===== src/common/ace_defines.svh =====
`ifndef ACE_DEFINES_SVH
`define ACE_DEFINES_SVH

// register byte addresses
`define ACE_ADDR_CTRL_STATUS 4'h0
`define ACE_ADDR_IRQ_STATUS  4'h4
`define ACE_ADDR_IRQ_MASK    4'h8

// control/status field positions
`define ACE_BIT_POWER_OFF    7
`define ACE_BIT_REF_SELECT   6
`define ACE_BIT_OUTPUT_LEVEL 5
`define ACE_BIT_EVENT_FLAG   4
`define ACE_BIT_IRQ_ENABLE   3
`define ACE_BIT_CAPTURE      2

// reset values
`define ACE_CTRL_RESET       8'h00
`define ACE_MASK_RESET       8'h00
`define ACE_UNMAPPED_READ    32'h0000_0000

`endif


===== src/common/ace_pkg.sv =====
package ace_pkg;

    typedef enum logic [1:0] {
        ACE_MODE_TOGGLE   = 2'h0,
        ACE_MODE_RESERVED = 2'h1,
        ACE_MODE_FALLING  = 2'h2,
        ACE_MODE_RISING   = 2'h3
    } ace_mode_t;

    typedef struct packed {
        logic      power_off;
        logic      ref_select;
        logic      irq_enable;
        logic      capture_route;
        ace_mode_t mode;
    } ace_ctrl_t;

    typedef struct packed {
        logic [3:0]  address;
        logic        read;
        logic        write;
        logic [31:0] writedata;
        logic [3:0]  byteenable;
    } ace_bus_req_t;

    // bus answer fsm, gray coded along idle -> answer
    typedef enum logic [0:0] {
        ACE_BUS_IDLE   = 1'b0,
        ACE_BUS_ANSWER = 1'b1
    } ace_bus_state_t;

endpackage


===== src/design/ace_comparator_event.sv =====
// Overview of operation
// - status bit follows comparator, one when positive input exceeds negative input.
// - power-off bit set removes comparator power; writable any time.
// - reference select with brown-out fuse feeds fixed reference; else positive pin.
// - event flag sets on the edge or toggle chosen by mode field.
// - interrupt requested only when flag, irq enable and global enable are one; irq_o ignores all three and comes from irq status and mask alone.
// - flag clears automatically when processor executes comparator vector.
// - writing one to flag bit clears it; zero leaves it.
// - capture route bit connects comparator output to timer capture front end.
// - mode 00 toggle, 01 reserved, 10 falling, 11 rising.
//
// Added by the designer: the Avalon-MM interface to the registers and the register addresses.
`include "ace_defines.svh"

module ace_comparator_event (
    input  wire logic        mclk_i,
    input  wire logic        rst_n_i,
    input  wire logic [3:0]  avs_address_i,
    input  wire logic        avs_read_i,
    input  wire logic        avs_write_i,
    input  wire logic [31:0] avs_writedata_i,
    input  wire logic [3:0]  avs_byteenable_i,
    output logic      [31:0] avs_readdata_o,
    output logic             avs_waitrequest_o,
    input  wire logic        comparator_raw_i,
    input  wire logic        brownout_detect_fuse_i,
    input  wire logic        global_irq_enable_i,
    input  wire logic        vector_ack_i,
    output logic             comparator_power_off_o,
    output logic             ref_select_internal_o,
    output logic             capture_trigger_o,
    output logic             comparator_irq_o,
    output logic             irq_o
);

    ace_pkg::ace_ctrl_t      ctrl_reg;
    ace_pkg::ace_bus_req_t   req;
    ace_pkg::ace_bus_state_t bus_state_reg;
    logic       sync1_reg;
    logic       sync2_reg;
    logic       prev_reg;
    logic       event_flag_reg;
    logic [7:0] irq_status_reg;
    logic [7:0] irq_mask_reg;
    logic       event_hit;
    logic       wr_take;
    logic       rd_take;

    function automatic logic sel(input logic [3:0] a, input logic [3:0] off);
        return a == off;
    endfunction

    function automatic logic mode_hit(input ace_pkg::ace_mode_t m, input logic cur, input logic prv);
        unique case (m)
            ace_pkg::ACE_MODE_TOGGLE:   return cur != prv;
            ace_pkg::ACE_MODE_RESERVED: return 1'b0;
            ace_pkg::ACE_MODE_FALLING:  return prv & ~cur;
            ace_pkg::ACE_MODE_RISING:   return cur & ~prv;
        endcase
    endfunction

    assign req = '{address: avs_address_i, read: avs_read_i, write: avs_write_i,
                   writedata: avs_writedata_i, byteenable: avs_byteenable_i};

    ////////////////////////////////////////////////////////////////////////////
    // bus slave: one wait cycle, then an answer cycle with waitrequest low

    always_ff @(posedge mclk_i or negedge rst_n_i) begin
        if (!rst_n_i) begin
            bus_state_reg <= ace_pkg::ACE_BUS_IDLE;
        end else if (bus_state_reg == ace_pkg::ACE_BUS_ANSWER) begin
            bus_state_reg <= ace_pkg::ACE_BUS_IDLE;
        end else if (req.read || req.write) begin
            bus_state_reg <= ace_pkg::ACE_BUS_ANSWER;
        end
    end

    // waitrequest is high at rest; it drops only for the answer cycle
    always_ff @(posedge mclk_i or negedge rst_n_i) begin
        if (!rst_n_i) begin
            avs_waitrequest_o <= 1'b1;
        end else begin
            avs_waitrequest_o <= !((bus_state_reg == ace_pkg::ACE_BUS_IDLE) && (req.read || req.write));
        end
    end

    assign wr_take = req.write && !avs_waitrequest_o && req.byteenable[0];
    assign rd_take = req.read && (bus_state_reg == ace_pkg::ACE_BUS_IDLE);

    always_ff @(posedge mclk_i or negedge rst_n_i) begin
        if (!rst_n_i) begin
            avs_readdata_o <= `ACE_UNMAPPED_READ;
        end else if (rd_take) begin
            if (sel(req.address, `ACE_ADDR_CTRL_STATUS)) begin
                avs_readdata_o <= {24'h000000, ctrl_reg.power_off, ctrl_reg.ref_select,
                                   sync2_reg, event_flag_reg, ctrl_reg.irq_enable,
                                   ctrl_reg.capture_route, ctrl_reg.mode};
            end else if (sel(req.address, `ACE_ADDR_IRQ_STATUS)) begin
                avs_readdata_o <= {24'h000000, irq_status_reg};
            end else if (sel(req.address, `ACE_ADDR_IRQ_MASK)) begin
                avs_readdata_o <= {24'h000000, irq_mask_reg};
            end else begin
                avs_readdata_o <= `ACE_UNMAPPED_READ;
            end
        end
    end

    ////////////////////////////////////////////////////////////////////////////
    // control register

    always_ff @(posedge mclk_i or negedge rst_n_i) begin
        if (!rst_n_i) begin
            ctrl_reg <= ace_pkg::ace_ctrl_t'(6'h00);
        end else if (wr_take && sel(req.address, `ACE_ADDR_CTRL_STATUS)) begin
            ctrl_reg.power_off     <= req.writedata[`ACE_BIT_POWER_OFF];
            ctrl_reg.ref_select    <= req.writedata[`ACE_BIT_REF_SELECT];
            ctrl_reg.irq_enable    <= req.writedata[`ACE_BIT_IRQ_ENABLE];
            ctrl_reg.capture_route <= req.writedata[`ACE_BIT_CAPTURE];
            ctrl_reg.mode          <= ace_pkg::ace_mode_t'(req.writedata[1:0]);
        end
    end

    ////////////////////////////////////////////////////////////////////////////
    // comparator sampling and event detection

    // the first stage feeds only the second: the raw level may be metastable
    always_ff @(posedge mclk_i or negedge rst_n_i) begin
        if (!rst_n_i) begin
            sync1_reg <= 1'b0;
            sync2_reg <= 1'b0;
            prev_reg  <= 1'b0;
        end else begin
            sync1_reg <= comparator_raw_i & ~ctrl_reg.power_off;
            sync2_reg <= sync1_reg;
            prev_reg  <= sync2_reg;
        end
    end

    assign event_hit = mode_hit(ctrl_reg.mode, sync2_reg, prev_reg);

    // a new event in the clearing cycle wins, so none is lost
    always_ff @(posedge mclk_i or negedge rst_n_i) begin
        if (!rst_n_i) begin
            event_flag_reg <= 1'b0;
        end else if (event_hit) begin
            event_flag_reg <= 1'b1;
        end else if (vector_ack_i) begin
            event_flag_reg <= 1'b0;
        end else if (wr_take && sel(req.address, `ACE_ADDR_CTRL_STATUS)
                     && req.writedata[`ACE_BIT_EVENT_FLAG]) begin
            event_flag_reg <= 1'b0;
        end
    end

    ////////////////////////////////////////////////////////////////////////////
    // system interrupt status and mask (bit 0: comparator event)

    always_ff @(posedge mclk_i or negedge rst_n_i) begin
        if (!rst_n_i) begin
            irq_status_reg <= 8'h00;
        end else begin
            irq_status_reg <= (irq_status_reg & ~((wr_take && sel(req.address, `ACE_ADDR_IRQ_STATUS))
                              ? req.writedata[7:0] : 8'h00)) | {7'h00, event_hit};
        end
    end

    always_ff @(posedge mclk_i or negedge rst_n_i) begin
        if (!rst_n_i) begin
            irq_mask_reg <= `ACE_MASK_RESET;
        end else if (wr_take && sel(req.address, `ACE_ADDR_IRQ_MASK)) begin
            irq_mask_reg <= req.writedata[7:0];
        end
    end

    ////////////////////////////////////////////////////////////////////////////
    // outputs, all registered

    always_ff @(posedge mclk_i or negedge rst_n_i) begin
        if (!rst_n_i) begin
            comparator_power_off_o <= 1'b0;
            ref_select_internal_o  <= 1'b0;
            capture_trigger_o      <= 1'b0;
            comparator_irq_o       <= 1'b0;
            irq_o                  <= 1'b0;
        end else begin
            comparator_power_off_o <= ctrl_reg.power_off;
            ref_select_internal_o  <= ctrl_reg.ref_select & brownout_detect_fuse_i;
            // capture filtering and edge choice stay in the timer front end
            capture_trigger_o      <= ctrl_reg.capture_route & sync2_reg;
            comparator_irq_o       <= event_flag_reg & ctrl_reg.irq_enable
                                      & global_irq_enable_i & ~vector_ack_i;
            irq_o                  <= |(irq_status_reg & irq_mask_reg);
        end
    end

endmodule // ace_comparator_event

===== config.mk =====
export PLATFORM = sky130hd
export DESIGN_NAME = ace_comparator_event
export DESIGN_NICKNAME = d
export VERILOG_FILES = /design/src/common/ace_pkg.sv /design/src/design/ace_comparator_event.sv
export VERILOG_INCLUDE_DIRS = /design/src /design/src/common
export SDC_FILE = /design/constraint.sdc
export NUM_CORES = 1
export LEC_CHECK = 0
export ABC_AREA = 1
export BUFFER_PORTS_ARGS = -buffer_cell sky130_fd_sc_hd__buf_2
export CORE_MARGIN = 2
export CORE_UTILIZATION = 38
export DETAILED_ROUTE_END_ITERATION = 8
export GPL_TIMING_DRIVEN = 0
export PLACE_DENSITY = 0.69
export SETUP_SLACK_MARGIN = 0.1
export SYNTH_ARGS = -nofsm -noshare
export SYNTH_HDL_FRONTEND = slang
export SYNTH_SLANG_ARGS = --single-unit

===== constraint.sdc =====
create_clock -name mclk_i -period 1.3 [get_ports mclk_i]
set_input_delay 0.13 -clock mclk_i [delete_from_list [all_inputs] [get_ports mclk_i]]
set_output_delay 0.13 -clock mclk_i [all_outputs]
set_load 0.01 [all_outputs]

==> reports/summary.json <==
{
  "detail_route.first_pass.iterations": 4,
  "post-route-min-period_ps": 1166,
  "worstSetupStartpointType": "flip-flop",
  "viasPerCell": 4.370,
  "critical_path.endpoint_type": "flip-flop",
  "worst_ep_arrival_time_ps": 1350,
  "timing.setup.tns_ps": 0,
  "detailedRoute.firstIterationViolations": 112,
  "post_drt_wl_per_cell_um": 11.44,
  "pre_cts_ws_ps": 31.21,
  "clock_sink_count": 41,
  "fin_crit_sh_pct": 89.72,
  "core.rowCount": 28,
  "max_stage_delay_ps": 560,
  "number_of_global_route_vias_before_repair": 1672,
  "track_usage_pct": 15.53,
  "wirelength_mm": 4.737,
  "root_buffer": "sky130_fd_sc_hd__clkbuf_8",
  "most_instantiated_flip_flop_cell_in_the_synthesis_netlist": "sky130_fd_sc_hd__dfrtp_1",
  "seq_area_sq_um": 1027,
  "layout.cells.most_common": "sky130_fd_sc_hd__nand2_1",
  "synth.yosys.seq_area_share_pct": 45.71,
  "min-delay-start": "comparator_raw_i",
  "timing.hold.worst_path_depth": 3,
  "postSynthCellCount": 268,
  "clk_pin_slew_ps": 80,
  "report.final.slew_viol_count": 0,
  "drv_cap": 0,
  "timing.setup.critical_path_class": "reg2reg",
  "floorplan.initialDensity_pct": 38.64,
  "mean_syn_cell_area_sq_um": 8.385,
  "post-place-cells": 400,
  "outcome": "finished clean",
  "route.vias.total": 1809,
  "clock.fmax_mhz": 857.3,
  "fin_nets": 388,
  "postSynthRegisterBits": 41,
  "critical_path.max_fanout": 10,
  "r2r_cells": 5,
  "first_pass_grt_wire_length_mm": 7.652,
  "antennaDiodeCount": 0,
  "worst_slew_margin_rel_pct": 63.16,
  "layout.cells.most_common_list": "81 x sky130_fd_sc_hd__nand2_1, 40 x sky130_fd_sc_hd__dfrtp_1, 39 x sky130_fd_sc_hd__inv_1",
  "dieArea_sq_um": 6545,
  "synth.yosys.warnings": 0,
  "cts_tree": "built",
  "skew_ps": 9.089,
  "slew_at_the_pin_closest_to_its_max_slew_limit_ps": 552.6,
  "synth_cell_types": 29,
  "detailedPlacementHpwl_mm": 3.536,
  "count_of_placed_standard_cells_in_the_final_layout_fillers_left_out": 414,
  "synthesized_area_sq_um": 2247,
  "htreeDepth": 2,
  "cp.required_ps": 1490,
  "nFillCells": 594,
  "report.final.hold_viol_count": 0,
  "clk_latency_ps": 290,
  "die_h_um": 80.90,
  "power.density_nw_per_um2": 1148,
  "synth-async-reset-ratio_pct": 100.0,
  "globalRouteOverflowTotal": 0,
  "timing.reg2reg.setup_slack_ps": 130,
  "startpoint": "avs_waitrequest_o",
  "design.core.area_sq_um": 5816,
  "floorplan.io_pins": 86,
  "p_leak_uw": 0.001631,
  "cts-root-to-sink-buffers": 2,
  "area_occupied_by_multi_input_gates_sq_um": 969.7,
  "rsz_0062_raised_after_global_routing": "yes",
  "final_antenna_net_count": 0,
  "die_width_um": 80.90,
  "drive_above_1_share_pct": 34.22,
  "setup-violations-final": 0,
  "ir_drop_mv": 0.5989,
  "cts_inserted_buffers": 5,
  "min_to": "sync1_reg",
  "port-buffer-count": 34,
  "largest_net_degree_at_the_start_of_global_routing": 42,
  "ff_to_ff_end": "irq_mask_reg[7]",
  "holdCritPathClass": "in2reg",
  "count_of_unresolved_drc_violations_after_routing": 0,
  "cp_slowest_cell": "sky130_fd_sc_hd__dfstp_2",
  "worst_path_cell_chain": "nand3b_4 -> nor2_4 -> buf_8 -> nand2_1 -> o21ai_2",
  "rr_startpoint": "avs_waitrequest_o",
  "grt_antenna_before_repair": 0,
  "final_critical_path_setup_slack_ps": 133.6,
  "area_overhead_vs_synth_pct": 25.45,
  "synth_enable_flop_cells": 0,
  "gp_congestion": 0.8558
}
==> cells in the mapped netlist (3+ instances only) <==
library cell               n  share of area [%]
sky130_fd_sc_hd__nand2_1  87                 15
sky130_fd_sc_hd__dfrtp_1  40                 45
sky130_fd_sc_hd__inv_1    40                6.7
sky130_fd_sc_hd__nand3_1  26                5.8
sky130_fd_sc_hd__buf_4    24                8.0
sky130_fd_sc_hd__o21ai_2  12                4.7
sky130_fd_sc_hd__nand2_2   5                1.4
sky130_fd_sc_hd__nor2_1    5               0.84
sky130_fd_sc_hd__nor2_8    3                2.7
==> through the flow <==
step / hold slack [ps] / util, % / power (uW) / instance area (sq um)
after floorplan: -165.6 / - / 2000 / 2333
after global placement: 303.8 / 44.66 / 2196 / 2597
after detailed placement: 311.1 / 44.66 / 2214 / 2597
after CTS: 18.12 / 47.40 / 3242 / 2756
after global routing: 35.04 / 48.47 / 3453 / 2819
final: 29.78 / 48.47 / 3236 / 2819
==> cell type report <==
type	count	area share (%)
Inverter	41	5.459
Clock buffer	6	2.574
Tap cell	75	3.329
Multi-Input combinational cell	180	34.40
Clock inverter	2	1.243
Timing Repair Buffer	40	7.945
Sequential cell	41	36.44
Buffer	29	8.611
==> power breakdown <==
part / leakage [uW] / total, uW / internal, uW / switching, uW
clock network: 0.0000552 / 996 / 570 / 426
registers: 0.000496 / 1540 / 1450 / 84.8
logic: 0.00108 / 701 / 301 / 401
==> what timing repair did <==
item                                    in CTS  in global routing
setup buffers                                4                  1
gates resized for setup                      2                 15
hold endpoints to repair                    36                  0
gates cloned                                 0                  0
pin swaps                                    1                  4
endpoints found under the setup margin      17                 59
hold buffers                                 1                  0
==> worst max-delay path by stage <==
stage                       to  cells past startpoint
3_3_place_gp   irq_mask_reg[7]                      5
4_1_cts         event_flag_reg                      5
2_1_floorplan  irq_mask_reg[6]                      5
3_5_place_dp   irq_mask_reg[6]                      5
6_report       irq_mask_reg[7]                      5
5_1_grt        irq_mask_reg[7]                      5
==> critical path, delay by kind of cell (launching register included) <==
kind	cells	cell delay [ps]
flip-flops	1	560
AND/OR/NAND/NOR	3	310
buffers and inverters	1	150
AO/OA/AOI/OAI	1	50
==> kinds of logic (layout without fill, tap and decap cells) <==
kind of cell    after synthesis  in the layout  share of synthesized area, %
simple gates                138            138                         29.68
buf+inv                      70            118                         17.65
flops                        41             41                         45.71
compound gates               16             16                         5.679
fa+ha+maj                     2              2                         1.113
other cells                   1             24                        0.1669
==> per-layer routing <==
metal,vias up,track usage [%],wire (um)
li1,906,-,-
met1,818,19.99,2113
met2,70,24.46,2122
met3,15,4.222,354
met4,0,6.949,147
met5,-,0,0
Note: power is estimated with default switching activity, not from simulation.
